## src/fmg_pkg.sv

```systemverilog
// Notes on behaviour
// high input drop latches flag, opens high switch
// low input drop latches flag, opens low switch
// high clamping latches flag; switches stay closed
// low clamping latches flag; switches stay closed
// high current limit past 1.024 ms latches
// low current limit past 1.024 ms latches
// low early heat after 32 us latches
// high early heat after 32 us latches
// overheat latches flag, opens only that switch
// enabled disable pin high opens both switches
// select high: high switch follows its own input
// low switch follows low input
// on needs input, analog supply, no disable
// select high, enable zero ignores disable pin
// select low: table of both inputs, pin
// registers reset to defaults, bus-independent
// flags freeze; status0 write clears both
// alert low until status0 write clears
// switch-off fault clears monitor enable bit
// two-flop synchroniser on every async input
// filters are counters restarting on deassert
package fmg_pkg;
  localparam int CLK_PERIOD_NS = 100;
  localparam int OC_FILTER_NS  = 1024000;
  localparam int HEAT_WARN_NS  = 32000;
  localparam int OC_FILTER_CYC = (OC_FILTER_NS + CLK_PERIOD_NS - 1) / CLK_PERIOD_NS;
  localparam int HEAT_WARN_CYC = (HEAT_WARN_NS + CLK_PERIOD_NS - 1) / CLK_PERIOD_NS;
  localparam int PLAIN_CYC     = 1;
  localparam int CNT_W         = 16;

  // condition channel positions
  localparam int C_HIN_OK  = 0;
  localparam int C_LIN_OK  = 1;
  localparam int C_INTERNAL_ANALOG_SUPPLY_OK = 2;
  localparam int C_HCLAMP  = 3;
  localparam int C_LCLAMP  = 4;
  localparam int C_HLIM    = 5;
  localparam int C_LLIM    = 6;
  localparam int C_HWARM   = 7;
  localparam int C_LWARM   = 8;
  localparam int C_HHOT    = 9;
  localparam int C_LHOT    = 10;
  localparam int C_PDPIN   = 11;
  localparam int C_FWSEL   = 12;
  localparam int NCOND     = 13;

  // register indices; byte address is four times the index
  localparam int          ADDR_W     = 5;
  localparam logic [2:0]  IDX_ID1    = 3'h0;
  localparam logic [2:0]  IDX_ID2    = 3'h1;
  localparam logic [2:0]  IDX_SCR0   = 3'h2;
  localparam logic [2:0]  IDX_SCR1   = 3'h3;
  localparam logic [2:0]  IDX_CTL    = 3'h4;
  localparam logic [2:0]  IDX_STAT0  = 3'h5;
  localparam logic [2:0]  IDX_STAT1  = 3'h6;
  localparam logic [7:0]  ID1_VAL    = 8'h5a;  // arbitrary value
  localparam logic [7:0]  ID2_VAL    = 8'h01;  // arbitrary value
  localparam logic [7:0]  RST_BYTE   = 8'h00;
  localparam logic [5:0]  SCR_MASK   = 6'h3f;
  localparam logic [1:0]  RESP_OKAY  = 2'h0;
  localparam logic [1:0]  RESP_SLVERR = 2'h2;

  // control fields
  localparam int CTL_PD_EN  = 7;
  localparam int CTL_GAIN   = 6;
  localparam int CTL_MON_EN = 2;
  // status0 fields
  localparam int S0_UV_H   = 7;
  localparam int S0_UV_L   = 6;
  localparam int S0_HOT_H  = 3;
  localparam int S0_HOT_L  = 2;
  localparam int S0_WARM_H = 1;
  localparam int S0_WARM_L = 0;
  // status1 fields
  localparam int S1_OC_H   = 7;
  localparam int S1_OC_L   = 6;
  localparam int S1_PD     = 3;
  localparam int S1_OV_H   = 1;
  localparam int S1_OV_L   = 0;

  function automatic int cond_delay(input int idx, input int oc_cyc);
    if (idx == C_HLIM || idx == C_LLIM) begin
      return oc_cyc;
    end else if (idx == C_HWARM || idx == C_LWARM) begin
      return HEAT_WARN_CYC;
    end
    return PLAIN_CYC;
  endfunction : cond_delay
endpackage : fmg_pkg

```

## src/fmg_cond_if.sv

```systemverilog
`timescale 1ns/1ns
interface fmg_cond_if;
  import fmg_pkg::*;
  logic [NCOND-1:0] raw;
  logic [NCOND-1:0] clean;
  modport src (output raw, input clean);
  modport flt (input raw, output clean);
endinterface : fmg_cond_if

```

## src/fmg_cond_filter.sv

```systemverilog
`timescale 1ns/1ns
module fmg_cond_filter import fmg_pkg::*; #(
  parameter int OC_CYC = OC_FILTER_CYC
) (
  input  wire logic mclk_i,
  input  wire logic nrst_i,
  fmg_cond_if.flt   cif
);
  for (genvar i = 0; i < NCOND; i++) begin : g_ch
    localparam logic [CNT_W-1:0] DLY = CNT_W'(cond_delay(i, OC_CYC));
    logic             meta_q;
    logic             sync_q;
    logic [CNT_W-1:0] cnt_q;
    always_ff @(posedge mclk_i or negedge nrst_i) begin
      if (!nrst_i) begin
        meta_q <= 1'b0;
        sync_q <= 1'b0;
      end else begin
        meta_q <= cif.raw[i];
        sync_q <= meta_q;
      end
    end
    // count restarts the moment the condition drops
    always_ff @(posedge mclk_i or negedge nrst_i) begin
      if (!nrst_i) begin
        cnt_q <= '0;
      end else if (!sync_q) begin
        cnt_q <= '0;
      end else if (cnt_q != DLY) begin
        cnt_q <= cnt_q + 1'b1;
      end
    end
    assign cif.clean[i] = (cnt_q == DLY);
  end
endmodule : fmg_cond_filter

```

## src/fmg_fault_mgr.sv

```systemverilog
// Decided for this implementation: the register addresses and register access over AXI4-Lite.
`timescale 1ns/1ns
module fmg_fault_mgr import fmg_pkg::*; #(
  parameter int OC_CYC = OC_FILTER_CYC
) (
  input  wire logic              mclk_i,
  input  wire logic              nrst_i,
  input  wire logic [ADDR_W-1:0] s_axi_awaddr_i,
  input  wire logic              s_axi_awvalid_i,
  output logic                   s_axi_awready_o,
  input  wire logic [31:0]       s_axi_wdata_i,
  input  wire logic [3:0]        s_axi_wstrb_i,
  input  wire logic              s_axi_wvalid_i,
  output logic                   s_axi_wready_o,
  output logic [1:0]             s_axi_bresp_o,
  output logic                   s_axi_bvalid_o,
  input  wire logic              s_axi_bready_i,
  input  wire logic [ADDR_W-1:0] s_axi_araddr_i,
  input  wire logic              s_axi_arvalid_i,
  output logic                   s_axi_arready_o,
  output logic [31:0]            s_axi_rdata_o,
  output logic [1:0]             s_axi_rresp_o,
  output logic                   s_axi_rvalid_o,
  input  wire logic              s_axi_rready_i,
  input  wire logic              high_rail_input_ok_i,
  input  wire logic              low_rail_input_ok_i,
  input  wire logic              internal_analog_supply_ok_i,
  input  wire logic              high_rail_clamp_i,
  input  wire logic              low_rail_clamp_i,
  input  wire logic              high_rail_limit_i,
  input  wire logic              low_rail_limit_i,
  input  wire logic              high_rail_early_heat_i,
  input  wire logic              low_rail_early_heat_i,
  input  wire logic              high_rail_overheat_i,
  input  wire logic              low_rail_overheat_i,
  input  wire logic              power_disable_pin_i,
  input  wire logic              firmware_disable_select_i,
  output logic                   high_rail_switch_state_o,
  output logic                   low_rail_switch_state_o,
  output logic                   fault_alert_n_o,
  output logic                   current_monitor_enable_o,
  output logic                   current_monitor_gain_o
);
  fmg_cond_if cif ();

  logic [7:0]        ctl_q, ctl_d, stat0_q, stat0_d, stat1_q, stat1_d;
  logic [5:0]        scr_q [2];
  logic              hin_q, lin_q, hi_on_q, lo_on_q, hot_lat_h_q, hot_lat_l_q;
  logic              alert_n_q;
  logic              aw_full_q, w_full_q, bvalid_q, rvalid_q;
  logic [ADDR_W-1:0] awaddr_q;
  logic [7:0]        wbyte_q;
  logic              wstrb0_q;
  logic [1:0]        bresp_q, rresp_q;
  logic [31:0]       rdata_q;

  assign cif.raw = {firmware_disable_select_i, power_disable_pin_i, low_rail_overheat_i,
                    high_rail_overheat_i, low_rail_early_heat_i, high_rail_early_heat_i,
                    low_rail_limit_i, high_rail_limit_i, low_rail_clamp_i, high_rail_clamp_i,
                    internal_analog_supply_ok_i, low_rail_input_ok_i, high_rail_input_ok_i};

  fmg_cond_filter #(.OC_CYC(OC_CYC)) u_filt (
    .mclk_i (mclk_i),
    .nrst_i (nrst_i),
    .cif    (cif)
  );

  // ---------------- register bus ----------------
  wire              do_wr   = aw_full_q && w_full_q && !bvalid_q;
  wire [2:0]        wr_idx  = awaddr_q[ADDR_W-1:2];
  wire              wr_ok   = (awaddr_q[1:0] == 2'h0) && (wr_idx <= IDX_STAT1);
  wire              wr_en   = do_wr && wr_ok && wstrb0_q;
  wire              ar_take = s_axi_arvalid_i && !rvalid_q;
  wire [2:0]        rd_idx  = s_axi_araddr_i[ADDR_W-1:2];
  wire              rd_ok   = (s_axi_araddr_i[1:0] == 2'h0) && (rd_idx <= IDX_STAT1);
  wire              clr     = wr_en && (wr_idx == IDX_STAT0);
  logic [7:0]       rd_byte;

  assign s_axi_awready_o = !aw_full_q && !bvalid_q;
  assign s_axi_wready_o  = !w_full_q && !bvalid_q;
  assign s_axi_arready_o = !rvalid_q;
  assign s_axi_bvalid_o  = bvalid_q;
  assign s_axi_bresp_o   = bresp_q;
  assign s_axi_rvalid_o  = rvalid_q;
  assign s_axi_rdata_o   = rdata_q;
  assign s_axi_rresp_o   = rresp_q;

  always_comb begin
    unique case (rd_idx)
      IDX_ID1:   rd_byte = ID1_VAL;
      IDX_ID2:   rd_byte = ID2_VAL;
      IDX_SCR0:  rd_byte = {2'h0, scr_q[0]};
      IDX_SCR1:  rd_byte = {2'h0, scr_q[1]};
      IDX_CTL:   rd_byte = ctl_q;
      IDX_STAT0: rd_byte = stat0_q;
      IDX_STAT1: rd_byte = stat1_q;
      default:   rd_byte = RST_BYTE;
    endcase
  end

  always_ff @(posedge mclk_i or negedge nrst_i) begin
    if (!nrst_i) begin
      aw_full_q <= 1'b0;
      awaddr_q  <= '0;
    end else if (s_axi_awvalid_i && s_axi_awready_o) begin
      aw_full_q <= 1'b1;
      awaddr_q  <= s_axi_awaddr_i;
    end else if (do_wr) begin
      aw_full_q <= 1'b0;
    end
  end

  always_ff @(posedge mclk_i or negedge nrst_i) begin
    if (!nrst_i) begin
      w_full_q <= 1'b0;
      wbyte_q  <= RST_BYTE;
      wstrb0_q <= 1'b0;
    end else if (s_axi_wvalid_i && s_axi_wready_o) begin
      w_full_q <= 1'b1;
      wbyte_q  <= s_axi_wdata_i[7:0];
      wstrb0_q <= s_axi_wstrb_i[0];
    end else if (do_wr) begin
      w_full_q <= 1'b0;
    end
  end

  always_ff @(posedge mclk_i or negedge nrst_i) begin
    if (!nrst_i) begin
      bvalid_q <= 1'b0;
      bresp_q  <= RESP_OKAY;
    end else if (do_wr) begin
      bvalid_q <= 1'b1;
      bresp_q  <= wr_ok ? RESP_OKAY : RESP_SLVERR;
    end else if (s_axi_bready_i) begin
      bvalid_q <= 1'b0;
    end
  end

  always_ff @(posedge mclk_i or negedge nrst_i) begin
    if (!nrst_i) begin
      rvalid_q <= 1'b0;
      rdata_q  <= '0;
      rresp_q  <= RESP_OKAY;
    end else if (ar_take) begin
      rvalid_q <= 1'b1;
      rdata_q  <= {24'h00_0000, rd_ok ? rd_byte : RST_BYTE};
      rresp_q  <= rd_ok ? RESP_OKAY : RESP_SLVERR;
    end else if (s_axi_rready_i) begin
      rvalid_q <= 1'b0;
    end
  end

  for (genvar s = 0; s < 2; s++) begin : g_scr
    always_ff @(posedge mclk_i or negedge nrst_i) begin
      if (!nrst_i) begin
        scr_q[s] <= '0;
      end else if (wr_en && (wr_idx == IDX_SCR0 + 3'(s))) begin
        scr_q[s] <= wbyte_q[5:0] & SCR_MASK;
      end
    end
  end

  // ---------------- fault and switch logic ----------------
  wire hin      = cif.clean[C_HIN_OK];
  wire lin      = cif.clean[C_LIN_OK];
  wire internal_analog_supply     = cif.clean[C_INTERNAL_ANALOG_SUPPLY_OK];
  wire fwsel    = cif.clean[C_FWSEL];
  wire pdpin    = cif.clean[C_PDPIN];
  wire pd_feat  = !fwsel || ctl_q[CTL_PD_EN];
  wire pd_act   = pd_feat && pdpin;
  wire uv_h_ev  = hin_q && !hin;
  wire uv_l_ev  = lin_q && !lin;
  wire any_q    = |{stat0_q, stat1_q};
  wire [7:0] ev0 = {uv_h_ev, uv_l_ev, 2'h0, cif.clean[C_HHOT], cif.clean[C_LHOT],
                    cif.clean[C_HWARM], cif.clean[C_LWARM]};  // see R7 see R8
  wire [7:0] ev1 = {cif.clean[C_HLIM], cif.clean[C_LLIM], 2'h0, pd_act, 1'b0,
                    cif.clean[C_HCLAMP], cif.clean[C_LCLAMP]};  // see R3 see R4 see R5
  // overheat latch ends only on input, supply or disable-pin cycling
  wire hot_clr_h = !hin || !lin || !internal_analog_supply || pdpin;
  wire hot_clr_l = !lin || !internal_analog_supply || pdpin;
  wire hot_h_d   = cif.clean[C_HHOT] || (hot_lat_h_q && !hot_clr_h);
  wire hot_l_d   = cif.clean[C_LHOT] || (hot_lat_l_q && !hot_clr_l);
  // select high: each rail stands on its own input; low: high rail needs both
  wire hi_on_d   = hin && internal_analog_supply && !pd_act && !hot_h_d && (fwsel || lin);  // see R11 see R13
  wire lo_on_d   = lin && internal_analog_supply && !pd_act && !hot_l_d;                    // see R12 see R13
  wire sw_off    = (hi_on_q && !hi_on_d) || (lo_on_q && !lo_on_d);

  // a new event in the clearing cycle is kept; otherwise flags freeze
  assign stat0_d = clr ? ev0 : (any_q ? stat0_q : ev0);
  assign stat1_d = clr ? ev1 : (any_q ? stat1_q : ev1);

  always_comb begin
    ctl_d = ctl_q;
    if (wr_en && wr_idx == IDX_CTL) begin
      ctl_d = wbyte_q;
    end
    // hardware clear beats a same-cycle software enable
    if (sw_off) begin
      ctl_d[CTL_MON_EN] = 1'b0;
    end
  end

  always_ff @(posedge mclk_i or negedge nrst_i) begin
    if (!nrst_i) begin
      ctl_q   <= RST_BYTE;
      stat0_q <= RST_BYTE;
      stat1_q <= RST_BYTE;
    end else begin
      ctl_q   <= ctl_d;
      stat0_q <= stat0_d;
      stat1_q <= stat1_d;
    end
  end

  always_ff @(posedge mclk_i or negedge nrst_i) begin
    if (!nrst_i) begin
      hin_q       <= 1'b0;
      lin_q       <= 1'b0;
      hi_on_q     <= 1'b0;
      lo_on_q     <= 1'b0;
      hot_lat_h_q <= 1'b0;
      hot_lat_l_q <= 1'b0;
      alert_n_q   <= 1'b1;
    end else begin
      hin_q       <= hin;
      lin_q       <= lin;
      hi_on_q     <= hi_on_d;  // see R1
      lo_on_q     <= lo_on_d;  // see R2
      hot_lat_h_q <= hot_h_d;
      hot_lat_l_q <= hot_l_d;
      alert_n_q   <= ~|{stat0_d, stat1_d};
    end
  end

  assign high_rail_switch_state_o = hi_on_q;
  assign low_rail_switch_state_o  = lo_on_q;
  assign fault_alert_n_o          = alert_n_q;
  assign current_monitor_enable_o = ctl_q[CTL_MON_EN];
  assign current_monitor_gain_o   = ctl_q[CTL_GAIN];
endmodule : fmg_fault_mgr

```

## config.mk

```make
export PLATFORM = sky130hd
export DESIGN_NAME = fmg_fault_mgr
export DESIGN_NICKNAME = d
export VERILOG_FILES = /design/src/fmg_pkg.sv /design/src/fmg_cond_if.sv /design/src/fmg_cond_filter.sv /design/src/fmg_fault_mgr.sv
export SDC_FILE = /design/constraint.sdc
export NUM_CORES = 1
export LEC_CHECK = 0
export BUFFER_PORTS_ARGS = -buffer_cell sky130_fd_sc_hd__clkbuf_2
export CAP_MARGIN = 10
export CORE_UTILIZATION = 43
export DETAILED_ROUTE_END_ITERATION = 8
export HOLD_SLACK_MARGIN = 0.12
export SLEW_MARGIN = 15
export SYNTH_ARGS = -nofsm -noshare
export SYNTH_HDL_FRONTEND = slang
export SYNTH_SLANG_ARGS = --single-unit
```

## constraint.sdc

```tcl
create_clock -name mclk_i -period 2.87 [get_ports mclk_i]
set_input_delay 0.1435 -clock mclk_i [delete_from_list [all_inputs] [get_ports mclk_i]]
set_output_delay 0.1435 -clock mclk_i [all_outputs]
set_load 0.1 [all_outputs]
```

==> metrics.yaml, run 1 <==
final_layout:
  n_antenna_cell: 0
  drive_above_1_share: 0.111
  num-nets-final: 1578
  final_cells: 1957
  finalInstanceArea_um2: 17000
  syn2layout_area_growth_pct: 15.3
place:
  gp_congestion: 0.770
  port_buffers: 58
  placed_cells: 1863
  dp_hpwl_um: 18200
  placed_cell_area_um2: 15500
grt:
  use_met1: 0.223
  gr-max-usage-layer: "met2"
  grt_max_degree: 95
  met3_usage: 0.0259
  grt.total_usage: 0.160
  grt_pass1_wl_um: 47900
  grt_overflow: 0
  use_met2: 0.263
  grt_pass1_vias: 9930
  antenna_found_initial: 0
synth:
  synth-edff-count: 0
  yosys_most_used_dff: "dfrtp_1"
  yosysTopAreaCellShare: 0.517
  ys_ff_latch: 305
  yosysMostFrequentCell: "dfrtp_1"
  synthTopCellsByArea: "dfrtp_1 52%, and2_1 7.5%, xnor2_1 6.4%"
  yosysTopAreaCell: "dfrtp_1"
  yosys_warnings: 0
  syn_area_um2: 14700
  yosysSeqAreaShare: 0.519
  postSynthCellCount: 1376
  async_reset_ff_frac: 1.00
  ys_types: 58
  syn_avg_cell_area_um2: 10.7
  synthTopCellsByCount: "304 x dfrtp_1, 176 x and2_1, 107 x xnor2_1"
timing:
  clock_skew_ns: 0.0210
  min_period_ns: 2.13
  rsz0062_at_grt: "false"
  drv_slew: 0
  fmax_mhz: 470
  min_period_over_period: 0.741
  worst_pin_slew_ns: 0.790
  tns_ns: 0
  hold_slack_ns: 0.147
  hold_viol_final: 0
  slew_headroom: 0.473
  setup_viol: 0
power:
  power_mw: 11.8
  power_density_nw_per_um2: 693
  vdd_drop_max_mv: 0.710
  power.static_leakage_nw: 7.76
critical_path:
  critPathCaptureType: "flop"
  cp.arrival_ns: 2.51
  timing.rr.start: "s_axi_bvalid_o"
  startpoint_type: "flop"
  cp.required_ns: 3.25
  reg2reg_depth: 5
  rrSetupSlack_ns: 0.74
  crit_fanout: 10
  reg2reg_to: "ctl_q[2]"
  crit_type: "flop to flop"
clock_network:
  root_buffer: "clkbuf_16"
  cts_made_buffers: 35
  clk_pin_slew_worst_paths_ns: 0.06
  cts_tree: "done"
  clock-sinks: 305
  cts_htree_levels: 2
  clkLatencyLatePin_ns: 0.50
  cts_buffer_depth: 3
hold_path:
  hp-start: "s_axi_araddr_i[4]"
  holdPathStages: 2
  hold-path-endpoint: "s_axi_rdata_o[7]"
  hold_class: "input port to flop"
outcome:
  status: "complete, no violations"
route:
  vias: 9934
  wl_um: 27000
  drc_errors: 0
  drt-initial-drc-count: 490
  ant_nets: 0
  routed_via_density: 5.08
  wire_per_inst_um: 13.8
  first_pass_iters: 5
die:
  core_area_um2: 33600
  io_pins: 112
  start_util: 0.438
  die-area_um2: 35000
  dieHeight_um: 187
  row_count: 67
  die_w_um: 187
job:
  drv_cap: 0
through the flow:
stage / util / worst slack, ns
6_report: 0.504 / 0.743
2_1_floorplan: - / 0.113
5_1_grt: 0.504 / 0.433
4_1_cts: 0.504 / 0.689
3_3_place_gp: 0.461 / 0.720
3_5_place_dp: 0.461 / 0.710
worst max-delay path: stages (launching register included):
cell	delay, ns
dfrtp_1	0.44
and3b_1	0.40
nand3_4	0.13
nor4b_4	0.57
mux2_4	0.36
o221a_1	0.11
logic make-up (layout without fill, tap and decap cells):
group | count (synthesis) | after routing | share of synthesized area
muxes | 46 | 46 | 0.0346
xor gates and xnor gates | 162 | 162 | 0.0964
other | 1 | 26 | 0.000255
adders and majority gates | 26 | 26 | 0.0221
and+or+nand+nor | 623 | 623 | 0.243
DFF | 305 | 305 | 0.519
buffers and inverters | 101 | 209 | 0.0329
AOI/OAI and AO/OA | 112 | 112 | 0.0514
where the power goes:
part	switching, mW	internal [mW]
Sequential	0.461	4.74
Clock	1.69	2.63
Combinational	1.43	0.803
Total	3.58	8.18
routing by layer:
| metal | up-vias | wire (um) |
|---|---|---|
| li1 | 4927 | - |
| met1 | 4856 | 13200 |
| met2 | 114 | 12500 |
| met3 | 37 | 865 |
| met4 | 0 | 453 |
| met5 | - | 0 |
registers in the layout, summed over array words and instances (netlist names), 5 cells and up:
signal,flops
stat1_q,8
u_filt.g_ch.meta_q,13
u_filt.g_ch.cnt_q,208
ctl_q,8
stat0_q,8
u_filt.g_ch.sync_q,13
wbyte_q,8
awaddr_q,5
s_axi_rdata_o,8
scr_q,12
timing repair:
| action | 4_1_cts | 5_1_grt |
|---|---|---|
| hold endpoints to repair | 123 | 0 |
| resized for setup | 0 | 0 |
| setup buffers | 0 | 0 |
| hold buffers | 34 | 0 |
cells in the final DEF, fill, tap and decap left out, drive strengths merged, types with 11 or more instances in the layout:
master       instances
dlygate4sd3         34
o21ai               42
inv                 49
clkbuf             109
mux2                36
nor2b               25
conb                26
nor2                34
nor3b               11
ha                  26
xor2                55
a21oi               11
a21boi              24
and2               178
or3                 24
nand2              106
nand3               66
nand4               45
and3                25
nor4                41
xnor2              107
nor3                28
dfrtp              304
and4                17
area by class of cell:
type                       count  area, um2
clock buffer                  52       1060
clock inverter                 8       73.8
fill                        3040      16700
inverter                      48        180
multi-input combinational    995       6690
sequential                   305       7630
tap                          448        561
timing repair buffer         101        758
worst max path at each step:
stage / start / end / slack [ns] / cells past startpoint
after floorplan: s_axi_bvalid_o / wbyte_q[0] / 0.11 / 4
after global placement: s_axi_bvalid_o / ctl_q[2] / 0.72 / 5
after detailed placement: s_axi_bvalid_o / ctl_q[2] / 0.71 / 5
after CTS: s_axi_bvalid_o / ctl_q[2] / 0.69 / 5
after global routing: u_filt.g_ch[12].cnt_q[1] / fault_alert_n_o / 0.43 / 7
final: s_axi_bvalid_o / ctl_q[2] / 0.74 / 5
Note: power is estimated with default switching activity, not from simulation.
==> run 2, diff against run 1 <==
==> constraint.sdc (replaced) <==
create_clock -name mclk_i -period 1.89 [get_ports mclk_i]
set_input_delay 0.0945 -clock mclk_i [delete_from_list [all_inputs] [get_ports mclk_i]]
set_output_delay 0.0945 -clock mclk_i [all_outputs]
set_load 0.1 [all_outputs]
==> metrics.yaml, run 2 (synthesis results as in run 1) <==
outcome:
  status: "complete, no violations"  # unchanged
timing:
  worst_slack_ns: 0.0677  # was 0.743 ns
  clock_skew_ns: 0.0140  # was 0.0210 ns
  worst_pin_slew_ns: 0.559  # was 0.790 ns
  slew_headroom: 0.629  # was 0.473
  min_period_over_period: 0.964  # was 0.741
  drv_slew: 0  # unchanged
  hold_viol_final: 0  # unchanged
  fmax_mhz: 549  # was 470 MHz
  setup_viol: 0  # unchanged
  min_period_ns: 1.82  # was 2.13 ns
hold_path:
  hp-start: "s_axi_araddr_i[2]"  # was s_axi_araddr_i[4]
  hold_class: "input port to flop"  # unchanged
  hold-path-endpoint: "s_axi_rdata_o[0]"  # was s_axi_rdata_o[7]
  holdPathStages: 3  # was 2
final_layout:
  top_regs: "u_filt.g_ch.cnt_q: 208 flops, u_filt.g_ch.meta_q: 13 flops, u_filt.g_ch.sync_q: 13 flops"  # unchanged
  largest_reg_flops: 208  # unchanged
  num-nets-final: 1645  # was 1578
  n_antenna_cell: 0  # unchanged
  drive_above_1_share: 0.163  # was 0.111
  syn2layout_area_growth_pct: 20.9  # was 15.3%
  final_cells: 2027  # was 1957
  final_cell_mix: "302 x dfrtp_1, 175 x and2_1, 107 x xnor2_1, 105 x nand2_1"  # was 304 x dfrtp_1, 176 x and2_1, 107 x xnor2_1, 106 x nand2_1, 65 x nand3_1
  top_register: "u_filt.g_ch.cnt_q"  # unchanged
  mostFrequentLayoutCell: "dfrtp_1"  # unchanged
critical_path:
  rrSetupSlack_ns: 0.07  # was 0.74 ns
  critPathBufInv: 1  # was 0
  path_cells: "and3b_2 -> nand3_4 -> nor4b_4 -> buf_6 -> mux2_4 -> o221a_1"  # was and3b_1 -> nand3_4 -> nor4b_4 -> mux2_4 -> o221a_1
  timing.rr.start: "s_axi_bvalid_o"  # unchanged
  cp.required_ns: 2.29  # was 3.25 ns
  crit_type: "flop to flop"  # unchanged
  slowest_stage: "dfrtp_4"  # was nor4b_4
  reg2reg_to: "ctl_q[2]"  # unchanged
  critPathCaptureType: "flop"  # unchanged
  cp.arrival_ns: 2.22  # was 2.51 ns
  startpoint_type: "flop"  # unchanged
  slowest_delay_ns: 0.47  # was 0.57 ns
  crit_fanout: 10  # unchanged
  cpLargestDelayFamily: "simple AND/OR/NAND/NOR gates"  # unchanged
  reg2reg_depth: 6  # was 5
power:
  power_density_nw_per_um2: 1080  # was 693 nW/um2
  power_mw: 19.2  # was 11.8 mW
  vdd_drop_max_mv: 0.737  # was 0.710 mV
  power.static_leakage_nw: 8.23  # was 7.76 nW
job:
  drv_cap: 0  # unchanged
place:
  dp_slack_ns: -0.0468  # was 0.710 ns
  gp_congestion: 0.793  # was 0.770
  port_buffers: 58  # unchanged
  dp_hpwl_um: 18900  # was 18200 um
  placed_cells: 1923  # was 1863
grt:
  antenna_found_initial: 0  # unchanged
  grt_pass1_wl_um: 50500  # was 47900 um
  grt_max_degree: 62  # was 95
  grt_pass1_vias: 10500  # was 9930
  grt_overflow: 0  # unchanged
  grt.total_usage: 0.170  # was 0.160
die:
  core_area_um2: 33600  # unchanged
  row_count: 67  # unchanged
  start_util: 0.438  # unchanged
  die-area_um2: 35000  # unchanged
  dieHeight_um: 187  # unchanged
  die_w_um: 187  # unchanged
  io_pins: 112  # unchanged
clock_network:
  cts_buffer_depth: 3  # unchanged
  cts_tree: "done"  # unchanged
  clk_pin_slew_worst_paths_ns: 0.06  # about the same
  root_buffer: "clkbuf_16"  # unchanged
  clock-sinks: 305  # unchanged
  cts_htree_levels: 2  # unchanged
  cts_made_buffers: 36  # was 35
  clkLatencyLatePin_ns: 0.52  # was 0.50 ns
route:
  first_pass_iters: 7  # was 5
  routed_via_density: 5.04  # was 5.08
  wl_um: 28600  # was 27000 um
  vias: 10200  # was 9934
  drt-initial-drc-count: 533  # was 490
  ant_nets: 0  # unchanged
  drc_errors: 0  # unchanged
  wire_per_inst_um: 14.1  # was 13.8 um
==> run 2: cell count changes in the layout (fill, tap and decap cells not counted), sizes merged <==
cell | before | now
inv | 49 | 47
dlygate4sd3 | 34 | 37
bufinv | 1 | 4
clkinvlp | 2 | 1
buf | 10 | 73
clkbuf | 109 | 111
clkinv | 4 | 6
==> run 2: how the worst max path moves through the flow <==
stage	startpoint	end	slack (ns)	depth (start not counted)
final	s_axi_bvalid_o	ctl_q[2]	0.07	6
after global placement	u_filt.g_ch[12].cnt_q[1]	fault_alert_n_o	0.007	7
after CTS	s_axi_bvalid_o	ctl_q[2]	0.007	6
after global routing	u_filt.g_ch[2].cnt_q[0]	ctl_q[2]	-0.002	6
after detailed placement	u_filt.g_ch[12].cnt_q[0]	fault_alert_n_o	-0.05	6
after floorplan	s_axi_bvalid_o	scr_q[10]	-0.23	5
==> run 2: final cells by class <==
class                           count  area, um2
Timing Repair Buffer              167       1290
Fill cell                        2936      15800
Multi-Input combinational cell    995       6820
Clock inverter                     10        161
Sequential cell                   305       7640
Inverter                           48        184
Tap cell                          448        561
Clock buffer                       54       1130
==> run 2: tightest hold or removal path, cell delays in order <==
cell,delay (ns)
clkbuf_2,0.22
o221ai_1,0.16
a32o_1,0.17
==> run 2: metrics by stage <==
step	hold WS [ns]	TNS (ns)	area (um2)	util
after floorplan	-0.201	-3.72	14900	-
after global placement	0.0182	0	16000	0.476
after detailed placement	0.0238	-0.0776	16000	0.476
after CTS	0.144	0	17700	0.526
after global routing	0.187	-0.00218	17800	0.529
final	0.178	0	17800	0.529
==> run 2: report_power, final <==
part	total [mW]	internal [mW]	switching (mW)
Sequential	7.84	7.21	0.637
Clock	7.36	4.68	2.69
Combinational	3.98	1.61	2.36
==> run 2: timing repair <==
item	in CTS	in global routing
hold buffers	38	0
pin swaps	0	1
hold endpoints to repair	345	0
gates resized for setup	1	20
endpoints found under the setup margin	2	19
gates cloned	0	0
buffers inserted	0	2
==> run 2: per-layer routing <==
metal / routed length, um / global-route usage / vias to the layer above
li1: - / - / 5055
met1: 13800 / 0.235 / 4989
met2: 13300 / 0.280 / 131
met3: 914 / 0.0257 / 38
met4: 556 / 0.0457 / 0
met5: 0 / 0 / -
